--- src/clkrst_pkg.sv ---
// Constants, register map and state encoding of the clock and reset release block.
// Assumes a single 25 MHz system clock that stands in for the core clock.
package clkrst_pkg;

    // ====================================================================
    // Bus widths
    localparam int unsigned ADDR_W = 8;
    localparam int unsigned DATA_W = 32;
    localparam int unsigned DIV_W  = 16;
    localparam int unsigned MULT_W = 6;

    // ====================================================================
    // Register offsets (byte addresses)
    localparam logic [7:0] POWER_OFS      = 8'h00;
    localparam logic [7:0] SPORT0_DIV_OFS = 8'h04;
    localparam logic [7:0] SPORT1_DIV_OFS = 8'h08;
    localparam logic [7:0] SPI_RATE_OFS   = 8'h0C;
    localparam logic [7:0] STATUS_OFS     = 8'h10;

    // ====================================================================
    // Field positions
    localparam int unsigned MULT_LSB        = 0;
    localparam int unsigned SW_SEL_BIT      = 8;
    localparam int unsigned STAT_RATIO_LSB  = 0;
    localparam int unsigned STAT_PINS_LSB   = 8;
    localparam int unsigned STAT_RELEASED   = 16;

    // ====================================================================
    // Reset values
    localparam logic [MULT_W-1:0] MULT_RST   = 6'h06;
    localparam logic              SW_SEL_RST = 1'b0;
    localparam logic [DIV_W-1:0]  DIV_RST    = 16'h0004;
    localparam logic [1:0]        PINS_RST   = 2'h0;

    // ====================================================================
    // Pin-selected core to input clock ratios (plain defaults)
    localparam logic [MULT_W-1:0] RATIO_SEL0 = 6'h06;
    localparam logic [MULT_W-1:0] RATIO_SEL1 = 6'h20;
    localparam logic [MULT_W-1:0] RATIO_SEL2 = 6'h10;
    localparam logic [MULT_W-1:0] RATIO_SEL3 = 6'h06;

    // ====================================================================
    // Timing counts
    localparam int unsigned REF_RELEASE_CYCLES = 4096;
    localparam int unsigned CORE_EXTRA_CYCLES  = 2;
    localparam int unsigned REF_CNT_W          = 13;

    // ====================================================================
    // Reset release states
    typedef enum logic [3:0] {
        RS_HOLD = 4'b0001,
        RS_REF  = 4'b0010,
        RS_CORE = 4'b0100,
        RS_RUN  = 4'b1000
    } release_state_type;

    // Pin code to multiplier
    function automatic logic [MULT_W-1:0] pin_ratio(input logic [1:0] sel);
        case (sel)
            2'h0:    pin_ratio = RATIO_SEL0;
            2'h1:    pin_ratio = RATIO_SEL1;
            2'h2:    pin_ratio = RATIO_SEL2;
            default: pin_ratio = RATIO_SEL3;
        endcase
    endfunction

endpackage

--- src/div_if.sv ---
// Link between the control block and one bit-clock divider.
// Assumes both ends share the system clock.
`timescale 1ns/1ns
interface div_if;
    logic                           run;
    logic [clkrst_pkg::DIV_W-1:0]   ratio;
    logic                           div_clk;

    modport ctrl (output run, output ratio, input div_clk);
    modport div  (input run, input ratio, output div_clk);
endinterface

--- src/clk_reset_ctrl.sv ---
// Core clock ratio selection, peripheral and bit clock generation, core reset release.
// Assumes clk_i stands for the core clock; ref clock, reset pin and ratio pins are async.
//
// Functional notes
// [RULE1] Core ratio comes from ratio pins sampled while the reset pin is held low.
// [RULE2] Each serial port has its own programmable bit clock divider.
// [RULE3] Peripheral clock is the core clock divided by two.
// [RULE4] Serial port period is peripheral period times its divider setting.
// [RULE5] SPI clock period is peripheral period times the SPI rate register.
// [RULE6] Software may select other core ratios through the power control register.
// [RULE7] Core reset releases 4096 input clocks plus two core clocks after pin rises.
// [RULE8] A missed setup may add one input clock, never beyond 4097.
// [RULE9] Later resets must hold the pin low for at least four input clocks.
// [RULE10] Ratio pins must be stable 20 us before reset deasserts.
// [RULE11] Reset stays asserted until the input clock is stable 10 us.
// [RULE12] Software ratio changes must keep core period at or above 3.0 ns.
// [RULE13] Software must program the multiplier to reach the full core rate.
// [RULE14] Pin ratio is latched at reset release and kept until software overrides.
// [RULE15] Core and all derived clocks stay held until release count completes.
//
// The address map and strobed register access were left to the implementer.
`timescale 1ns/1ns
module clk_reset_ctrl #(
    parameter int unsigned REF_CYCLES = clkrst_pkg::REF_RELEASE_CYCLES
) (
    input  wire logic                          clk_i,
    input  wire logic                          reset_n_i,
    input  wire logic                          ref_clock_in_i,
    input  wire logic                          reset_pin_n_i,
    input  wire logic [1:0]                    ratio_select_pins_i,
    input  wire logic [clkrst_pkg::ADDR_W-1:0] addr_i,
    input  wire logic [clkrst_pkg::DATA_W-1:0] wdata_i,
    input  wire logic                          wr_i,
    input  wire logic                          rd_i,
    output logic      [clkrst_pkg::DATA_W-1:0] rdata_o,
    output logic                               core_reset_n_o,
    output logic      [clkrst_pkg::MULT_W-1:0] core_ratio_o,
    output logic                               periph_clk_o,
    output logic      [1:0]                    serial_port_unit_clk_o,
    output logic                               spi_clk_o
);

    // ====================================================================
    // Declarations
    logic [3:0]                       sync1_reg;
    logic [3:0]                       sync2_reg;
    logic                             ref_prev_reg;
    logic                             ref_rise;
    logic                             pin_high;
    logic [1:0]                       pins_s;
    clkrst_pkg::release_state_type    state_reg;
    logic [clkrst_pkg::REF_CNT_W-1:0] ref_cnt_reg;
    logic [1:0]                       core_cnt_reg;
    logic [1:0]                       pins_latched_reg;
    logic [clkrst_pkg::MULT_W-1:0]    mult_reg;
    logic                             sw_sel_reg;
    logic [clkrst_pkg::DIV_W-1:0]     div_reg [3];
    logic                             periph_reg;
    logic                             released;
    logic [clkrst_pkg::DATA_W-1:0]    status_word;

    localparam logic [clkrst_pkg::REF_CNT_W-1:0] REF_LAST = clkrst_pkg::REF_CNT_W'(REF_CYCLES - 1);
    localparam logic [1:0] CORE_LAST = 2'(clkrst_pkg::CORE_EXTRA_CYCLES - 1);

    // ====================================================================
    // Two-stage synchronisers for every pin
    always_ff @(posedge clk_i or negedge reset_n_i) begin
        if (!reset_n_i) begin
            sync1_reg <= 4'h0;
            sync2_reg <= 4'h0;
        end else begin
            sync1_reg <= {ratio_select_pins_i, reset_pin_n_i, ref_clock_in_i};
            sync2_reg <= sync1_reg;
        end
    end

    // Edge history taken from the second stage only
    always_ff @(posedge clk_i or negedge reset_n_i) begin
        if (!reset_n_i) begin
            ref_prev_reg <= 1'b0;
        end else begin
            ref_prev_reg <= sync2_reg[0];
        end
    end

    assign ref_rise = sync2_reg[0] & ~ref_prev_reg;
    assign pin_high = sync2_reg[1];
    assign pins_s   = sync2_reg[3:2];

    // ====================================================================
    // Reset release sequencer; a low pin always restarts it
    always_ff @(posedge clk_i or negedge reset_n_i) begin
        if (!reset_n_i) begin
            state_reg <= clkrst_pkg::RS_HOLD;
        end else if (!pin_high) begin
            state_reg <= clkrst_pkg::RS_HOLD;
        end else begin
            case (state_reg)
                clkrst_pkg::RS_HOLD: state_reg <= clkrst_pkg::RS_REF;
                // [RULE7] input clock count
                // [RULE8] sync latency adds at most one input clock
                clkrst_pkg::RS_REF: begin
                    if (ref_rise && ref_cnt_reg == REF_LAST) begin
                        state_reg <= clkrst_pkg::RS_CORE;
                    end
                end
                // [RULE7] two core clocks
                clkrst_pkg::RS_CORE: begin
                    if (core_cnt_reg == CORE_LAST) begin
                        state_reg <= clkrst_pkg::RS_RUN;
                    end
                end
                clkrst_pkg::RS_RUN: state_reg <= clkrst_pkg::RS_RUN;
                default: state_reg <= clkrst_pkg::RS_HOLD;
            endcase
        end
    end

    // Counters of the release sequence
    always_ff @(posedge clk_i or negedge reset_n_i) begin
        if (!reset_n_i) begin
            ref_cnt_reg  <= '0;
            core_cnt_reg <= 2'h0;
        end else begin
            if (state_reg != clkrst_pkg::RS_REF) begin
                ref_cnt_reg <= '0;
            end else if (ref_rise) begin
                ref_cnt_reg <= ref_cnt_reg + 1'b1;
            end
            if (state_reg != clkrst_pkg::RS_CORE) begin
                core_cnt_reg <= 2'h0;
            end else begin
                core_cnt_reg <= core_cnt_reg + 2'h1;
            end
        end
    end

    assign released = (state_reg == clkrst_pkg::RS_RUN);

    // Core reset from a flop
    // [RULE15] held until release done
    always_ff @(posedge clk_i or negedge reset_n_i) begin
        if (!reset_n_i) begin
            core_reset_n_o <= 1'b0;
        end else begin
            core_reset_n_o <= released;
        end
    end

    // ====================================================================
    // Ratio pins are tracked during reset; the value at release is kept
    // [RULE14] latch on release
    always_ff @(posedge clk_i or negedge reset_n_i) begin
        if (!reset_n_i) begin
            pins_latched_reg <= clkrst_pkg::PINS_RST;
        end else if (!pin_high) begin
            pins_latched_reg <= pins_s;
        end
    end

    // Effective multiplier handed to the PLL
    // [RULE1] pin ratio default
    // [RULE6] software override
    // [RULE12] no clamp: software keeps the core period legal
    always_ff @(posedge clk_i or negedge reset_n_i) begin
        if (!reset_n_i) begin
            core_ratio_o <= clkrst_pkg::pin_ratio(clkrst_pkg::PINS_RST);
        end else if (sw_sel_reg) begin
            core_ratio_o <= mult_reg;
        end else begin
            core_ratio_o <= clkrst_pkg::pin_ratio(pins_latched_reg);
        end
    end

    // ====================================================================
    // Register writes; a new reset pin cycle drops the software override
    always_ff @(posedge clk_i or negedge reset_n_i) begin
        if (!reset_n_i) begin
            mult_reg   <= clkrst_pkg::MULT_RST;
            sw_sel_reg <= clkrst_pkg::SW_SEL_RST;
        end else if (!pin_high) begin
            sw_sel_reg <= clkrst_pkg::SW_SEL_RST;
        end else if (wr_i && addr_i == clkrst_pkg::POWER_OFS) begin
            mult_reg   <= wdata_i[clkrst_pkg::MULT_LSB +: clkrst_pkg::MULT_W];
            sw_sel_reg <= wdata_i[clkrst_pkg::SW_SEL_BIT];
        end
    end

    // Divider settings
    // [RULE5] SPI rate register
    always_ff @(posedge clk_i or negedge reset_n_i) begin
        if (!reset_n_i) begin
            div_reg[0] <= clkrst_pkg::DIV_RST;
            div_reg[1] <= clkrst_pkg::DIV_RST;
            div_reg[2] <= clkrst_pkg::DIV_RST;
        end else if (wr_i) begin
            case (addr_i)
                clkrst_pkg::SPORT0_DIV_OFS: div_reg[0] <= wdata_i[clkrst_pkg::DIV_W-1:0];
                clkrst_pkg::SPORT1_DIV_OFS: div_reg[1] <= wdata_i[clkrst_pkg::DIV_W-1:0];
                clkrst_pkg::SPI_RATE_OFS:   div_reg[2] <= wdata_i[clkrst_pkg::DIV_W-1:0];
                default: begin
                end
            endcase
        end
    end

    // Read data one cycle after the strobe, unmapped reads as zero
    always_comb begin
        status_word = '0;
        status_word[clkrst_pkg::STAT_RATIO_LSB +: clkrst_pkg::MULT_W] = core_ratio_o;
        status_word[clkrst_pkg::STAT_PINS_LSB +: 2] = pins_latched_reg;
        status_word[clkrst_pkg::STAT_RELEASED] = released;
    end

    always_ff @(posedge clk_i or negedge reset_n_i) begin
        if (!reset_n_i) begin
            rdata_o <= '0;
        end else if (rd_i) begin
            case (addr_i)
                clkrst_pkg::POWER_OFS:      rdata_o <= {23'h0, sw_sel_reg, 2'h0, mult_reg};
                clkrst_pkg::SPORT0_DIV_OFS: rdata_o <= {16'h0000, div_reg[0]};
                clkrst_pkg::SPORT1_DIV_OFS: rdata_o <= {16'h0000, div_reg[1]};
                clkrst_pkg::SPI_RATE_OFS:   rdata_o <= {16'h0000, div_reg[2]};
                clkrst_pkg::STATUS_OFS:     rdata_o <= status_word;
                default:                    rdata_o <= '0;
            endcase
        end else begin
            rdata_o <= '0;
        end
    end

    // ====================================================================
    // Peripheral clock: toggles every core cycle once released
    // [RULE3] divide by two
    always_ff @(posedge clk_i or negedge reset_n_i) begin
        if (!reset_n_i) begin
            periph_reg <= 1'b0;
        end else if (!released) begin
            periph_reg <= 1'b0;
        end else begin
            periph_reg <= ~periph_reg;
        end
    end

    assign periph_clk_o = periph_reg;

    // ====================================================================
    // Bit clock dividers: two serial ports and SPI
    div_if dif [3] ();

    genvar g;
    generate
        for (g = 0; g < 3; g++) begin : gen_div
            // [RULE15] dividers follow release
            assign dif[g].run   = released;
            assign dif[g].ratio = div_reg[g];
            clk_divider u_div (
                .clk_i     (clk_i),
                .reset_n_i (reset_n_i),
                .port      (dif[g])
            );
        end
    endgenerate

    assign serial_port_unit_clk_o[0] = dif[0].div_clk;
    assign serial_port_unit_clk_o[1] = dif[1].div_clk;
    assign spi_clk_o      = dif[2].div_clk;
endmodule

--- src/clk_divider.sv ---
// One divided bit clock: period is ratio peripheral periods.
// Assumes run is synchronous to clk_i and ratio is static while running.
`timescale 1ns/1ns
module clk_divider (
    input  wire logic clk_i,
    input  wire logic reset_n_i,
    div_if.div        port
);

    logic [clkrst_pkg::DIV_W-1:0] cnt_reg;
    logic [clkrst_pkg::DIV_W-1:0] last;
    logic                         clk_reg;

    // Zero ratio behaves as one so the clock never freezes
    assign last = (port.ratio == 16'h0000) ? 16'h0000 : port.ratio - 16'h0001;
    assign port.div_clk = clk_reg;

    // ====================================================================
    // Half period of ratio core cycles gives ratio peripheral periods
    // [RULE2] per-port divide count
    always_ff @(posedge clk_i or negedge reset_n_i) begin
        if (!reset_n_i) begin
            cnt_reg <= 16'h0000;
            clk_reg <= 1'b0;
        end else if (!port.run) begin
            cnt_reg <= 16'h0000;
            clk_reg <= 1'b0;
        end else if (cnt_reg >= last) begin
            cnt_reg <= 16'h0000;
            clk_reg <= ~clk_reg;
        end else begin
            cnt_reg <= cnt_reg + 16'h0001;
        end
    end
endmodule

--- config.mk ---
export PLATFORM = sky130hd
export DESIGN_NAME = clk_reset_ctrl
export DESIGN_NICKNAME = d
export VERILOG_FILES = /design/src/clkrst_pkg.sv /design/src/div_if.sv /design/src/clk_reset_ctrl.sv /design/src/clk_divider.sv
export SDC_FILE = /design/constraint.sdc
export NUM_CORES = 1
export LEC_CHECK = 0
export ABC_CLOCK_PERIOD_IN_PS = 6000
export BUFFER_PORTS_ARGS = -buffer_cell sky130_fd_sc_hd__clkbuf_2
export CELL_PAD_IN_SITES_DETAIL_PLACEMENT = 0
export CELL_PAD_IN_SITES_GLOBAL_PLACEMENT = 2
export CORE_MARGIN = 10
export CORE_UTILIZATION = 42
export DETAILED_ROUTE_END_ITERATION = 16
export PLACE_DENSITY = 0.89
export RECOVER_POWER = 25
export SETUP_SLACK_MARGIN = 0.1
export SLEW_MARGIN = 0
export SYNTH_ARGS = -nofsm -noshare
export SYNTH_HDL_FRONTEND = slang
export SYNTH_HIERARCHICAL = 1
export SYNTH_SLANG_ARGS = --single-unit
--- constraint.sdc ---
create_clock -name clk_i -period 6 [get_ports clk_i]
set_input_delay 0.6 -clock clk_i [delete_from_list [all_inputs] [get_ports clk_i]]
set_output_delay 0.6 -clock clk_i [all_outputs]
set_load 0.01 [all_outputs]
==> run_results.csv <==
group,metric,value,unit
floorplanning,die_width,168,µm
floorplanning,row_count,54,
floorplanning,dieHeight,168,µm
detailed_routing,firstDrtPassIters,4,
power_and_ir_drop,netSwitchingPower,835,µW
grt,overflow,0,
yosys,yosys_warnings,6,
sta,setup_slack,2.57,ns
clock_network,cts_setup_buffers,0,
cells_and_area,final_cell_mix,"dfrtp_1 (153), nor2_1 (103), mux2_2 (84)",
detailed_routing,avgRoutedWirePerCell,16.4,µm
placement,routabilityCongestion,0.803,
sta,finalCriticalPeriod,3.43,ns
power_and_ir_drop,power.leakage,4.76,nW
clock_network,root_buffer,"clkbuf_16",
sta,fin_crit_sh,57.2,%
floorplanning,start_util,42.4,%
critical_path,cp_slowest_cell,"or4_4",
clock_network,clkTransAtPathRegs,0.07,ns
critical_path,max_stage_delay,0.59,ns
detailed_routing,drc,0,
grt,grt_usage,14.6,%
critical_path,path_max_fanout,17,
critical_path,cp_data_required_time,6.31,ns
yosys,synthFlopType,"dfrtp_1",
critical_path,cp-start-kind,"flip-flop",
yosys,synth_top_area_share,41.5,%
sta,finalHoldViolations,0,
critical_path,path_cells,"or4_4 > nor3_4 > nand4b_1 > nand2_1 > ha_1 > a21o_1 > a221o_1 > a21oi_1 > o21ai_1 > buf_4 > mux2_2",
power_and_ir_drop,combPwrFrac,19.7,%
floorplanning,dieArea,28300,µm²
worst_hold_path,min_path_type,"in -> async",
clock_network,clock-sinks,161,
cells_and_area,final_core_util,47.3,%
sta,clock-skew-final,0.00783,ns
clock_network,ctsHoldBuffers,0,
detailed_routing,drtIter0Drc,289,
clock_network,cts_resized,0,
yosys,seq_area_frac_synth,43.8,%
grt,antenna_found_initial,0,
sta,drv_slew,0,
power_and_ir_drop,p_total,2.74,mW
grt,grt_pass1_vias,6671,
critical_path,crit_buf_inv,1,
power_and_ir_drop,switching_share,30.5,%
detailed_routing,drtAntennaViolNets,0,
clock_network,cts_buffer_depth,2,
power_and_ir_drop,p_per_area,266,nW/µm²
grt,grt_pass1_wl,33800,µm
critical_path,reg2reg_to,"gen_div[1].u_div/port.div_clk$_DFFE_PN0P_",
floorplanning,num_io_pins,91,
sta,rsz0062_at_grt,"no",
cells_and_area,fin_cells,1257,
clock_network,insertion_delay,0.43,ns
critical_path,critical-path-top-delay-family,"simple AND/OR/NAND/NOR gates",
critical_path,worstSetupPathType,"reg -> reg",
power_and_ir_drop,pwr-share-clk,38.1,%
cells_and_area,drive_gt1_share,20.4,%
sta,finalSetupTns,0,ns
clock_network,htreeDepth,4,
placement,post-dp-hpwl,15200,µm
yosys,synth_seq_cells,161,
yosys,synthCells,912,
critical_path,worstPathArrival,3.74,ns
sta,holdWs,0.262,ns
cells_and_area,layout.nets,1073,
clock_network,cts_tree,"yes",
floorplanning,core-area,21800,µm²
yosys,yosysTopAreaCell,"dfrtp_1",
sta,fmax,291,MHz
yosys,avgSynthCellArea,10.1,µm²
yosys,synth_area_leaders,"dfrtp_1 (41%), mux2_2 (10%), ha_1 (8.3%)",
detailed_routing,via_per_inst,5.19,
status,status,"finished clean",
critical_path,reg2reg_depth,11,
placement,pre_cts_slack,2.59,ns
cells_and_area,syn_to_final_growth,11.4,%
cells_and_area,antenna_cells,0,
yosys,synth-edff-count,0,
job,drv_cap,0,
yosys,netlist_area,9230,µm²
detailed_routing,via_count,6520,
yosys,synth-async-reset-ratio,100,%
power_and_ir_drop,internal_power,1.90,mW
critical_path,end_kind,"flip-flop",
sta,finalSetupViolCount,0,
sta,max_slew.worst_pin.slew,0.844,ns
detailed_routing,routed_wl,20600,µm
yosys,ys_types,48,
cells_and_area,final_area,10300,µm²
cells_and_area,layout_commonest_cell,"dfrtp_1",
power_and_ir_drop,vdd_drop_max,0.163,mV
grt,grt_max_degree,95,
placement,dp.cells,1225,
sta,slew_headroom,43.7,%
power_and_ir_drop,seqPwrFrac,42.2,%
clock_network,cts_buffers,17,
placement,placed_area,9720,µm²
critical_path,reg2reg_slack,2.57,ns
critical_path,r2r_start,"dif[1].ratio[9]$_DFFE_PN0P_",
placement,numPortBuffers,59,
==> kinds of logic after synthesis <==
| family | after synthesis | synth area share [%] |
|---|---|---|
| mux | 85 | 10.4 |
| fa+ha+maj | 61 | 8.27 |
| other cells | 1 | 0.0406 |
| flops | 161 | 43.8 |
| compound gates | 98 | 6.36 |
| xor+xnor | 83 | 7.87 |
| buf+inv | 62 | 3.36 |
| simple gates | 361 | 20.0 |
==> worst max-delay path by stage <==
stage	from	endpoint	slack [ns]	cells past startpoint
after floorplan	dif[1].ratio[10]$_DFFE_PN0P_	gen_div[1].u_div/port.div_clk$_DFFE_PN0P_	3.08	11
after global placement	dif[1].ratio[9]$_DFFE_PN0P_	gen_div[1].u_div/port.div_clk$_DFFE_PN0P_	2.62	11
after detailed placement	dif[0].ratio[9]$_DFFE_PN0P_	gen_div[0].u_div/port.div_clk$_DFFE_PN0P_	2.59	11
after CTS	dif[0].ratio[9]$_DFFE_PN0P_	gen_div[0].u_div/port.div_clk$_DFFE_PN0P_	2.57	11
after global routing	dif[1].ratio[9]$_DFFE_PN0P_	gen_div[1].u_div/port.div_clk$_DFFE_PN0P_	2.32	11
final	dif[1].ratio[9]$_DFFE_PN0P_	gen_div[1].u_div/port.div_clk$_DFFE_PN0P_	2.57	11
==> synth_stat cells, drive strengths merged (9+ instances only) <==
library cell / n
nor2b: 16
nor2: 103
clkbuf: 17
xnor2: 40
a21oi: 38
nor3: 44
ha: 61
o21ai: 26
buf: 27
nand4: 15
dfrtp: 153
mux2: 84
nor4: 9
or3: 10
nand3: 29
nand2b: 14
inv: 18
xor2: 43
and4: 9
nand2: 82
==> worst register-to-register path, cell delays in order, from the launching register on <==
cell,delay [ns]
dfrtp_1,0.46
or4_4,0.59
nor3_4,0.23
nand4b_1,0.40
nand2_1,0.20
ha_1,0.26
a21o_1,0.18
a221o_1,0.31
a21oi_1,0.14
o21ai_1,0.07
buf_4,0.20
mux2_2,0.28
==> layout make-up <==
| cell class | instances | area [µm²] |
|---|---|---|
| well taps | 280 | 350 |
| repair buffers | 63 | 332 |
| fillers | 2085 | 11500 |
| inverters | 18 | 67.6 |
| clock inverters | 13 | 118 |
| flip-flops and latches | 161 | 4040 |
| clock buffers | 19 | 443 |
| multi-input cells | 703 | 4930 |
==> routing by layer <==
metal | up-vias | routed length (µm) | global-route usage (%)
met5 | - | 0 | 0
met3 | 17 | 444 | 3.10
li1 | 3267 | - | -
met2 | 62 | 10700 | 26.2
met4 | 0 | 240 | 3.67
met1 | 3174 | 9230 | 17.1
==> power groups by stage <==
stage | logic, mW | clock network, mW | registers [mW]
3_3_place_gp | 0.533 | 0 | 1.17
5_1_grt | 0.627 | 1.11 | 1.16
2_1_floorplan | 0.423 | 0 | 1.16
3_5_place_dp | 0.542 | 0 | 1.17
6_report | 0.539 | 1.04 | 1.15
4_1_cts | 0.545 | 1.07 | 1.15
Note: power is estimated with default switching activity, not from simulation.
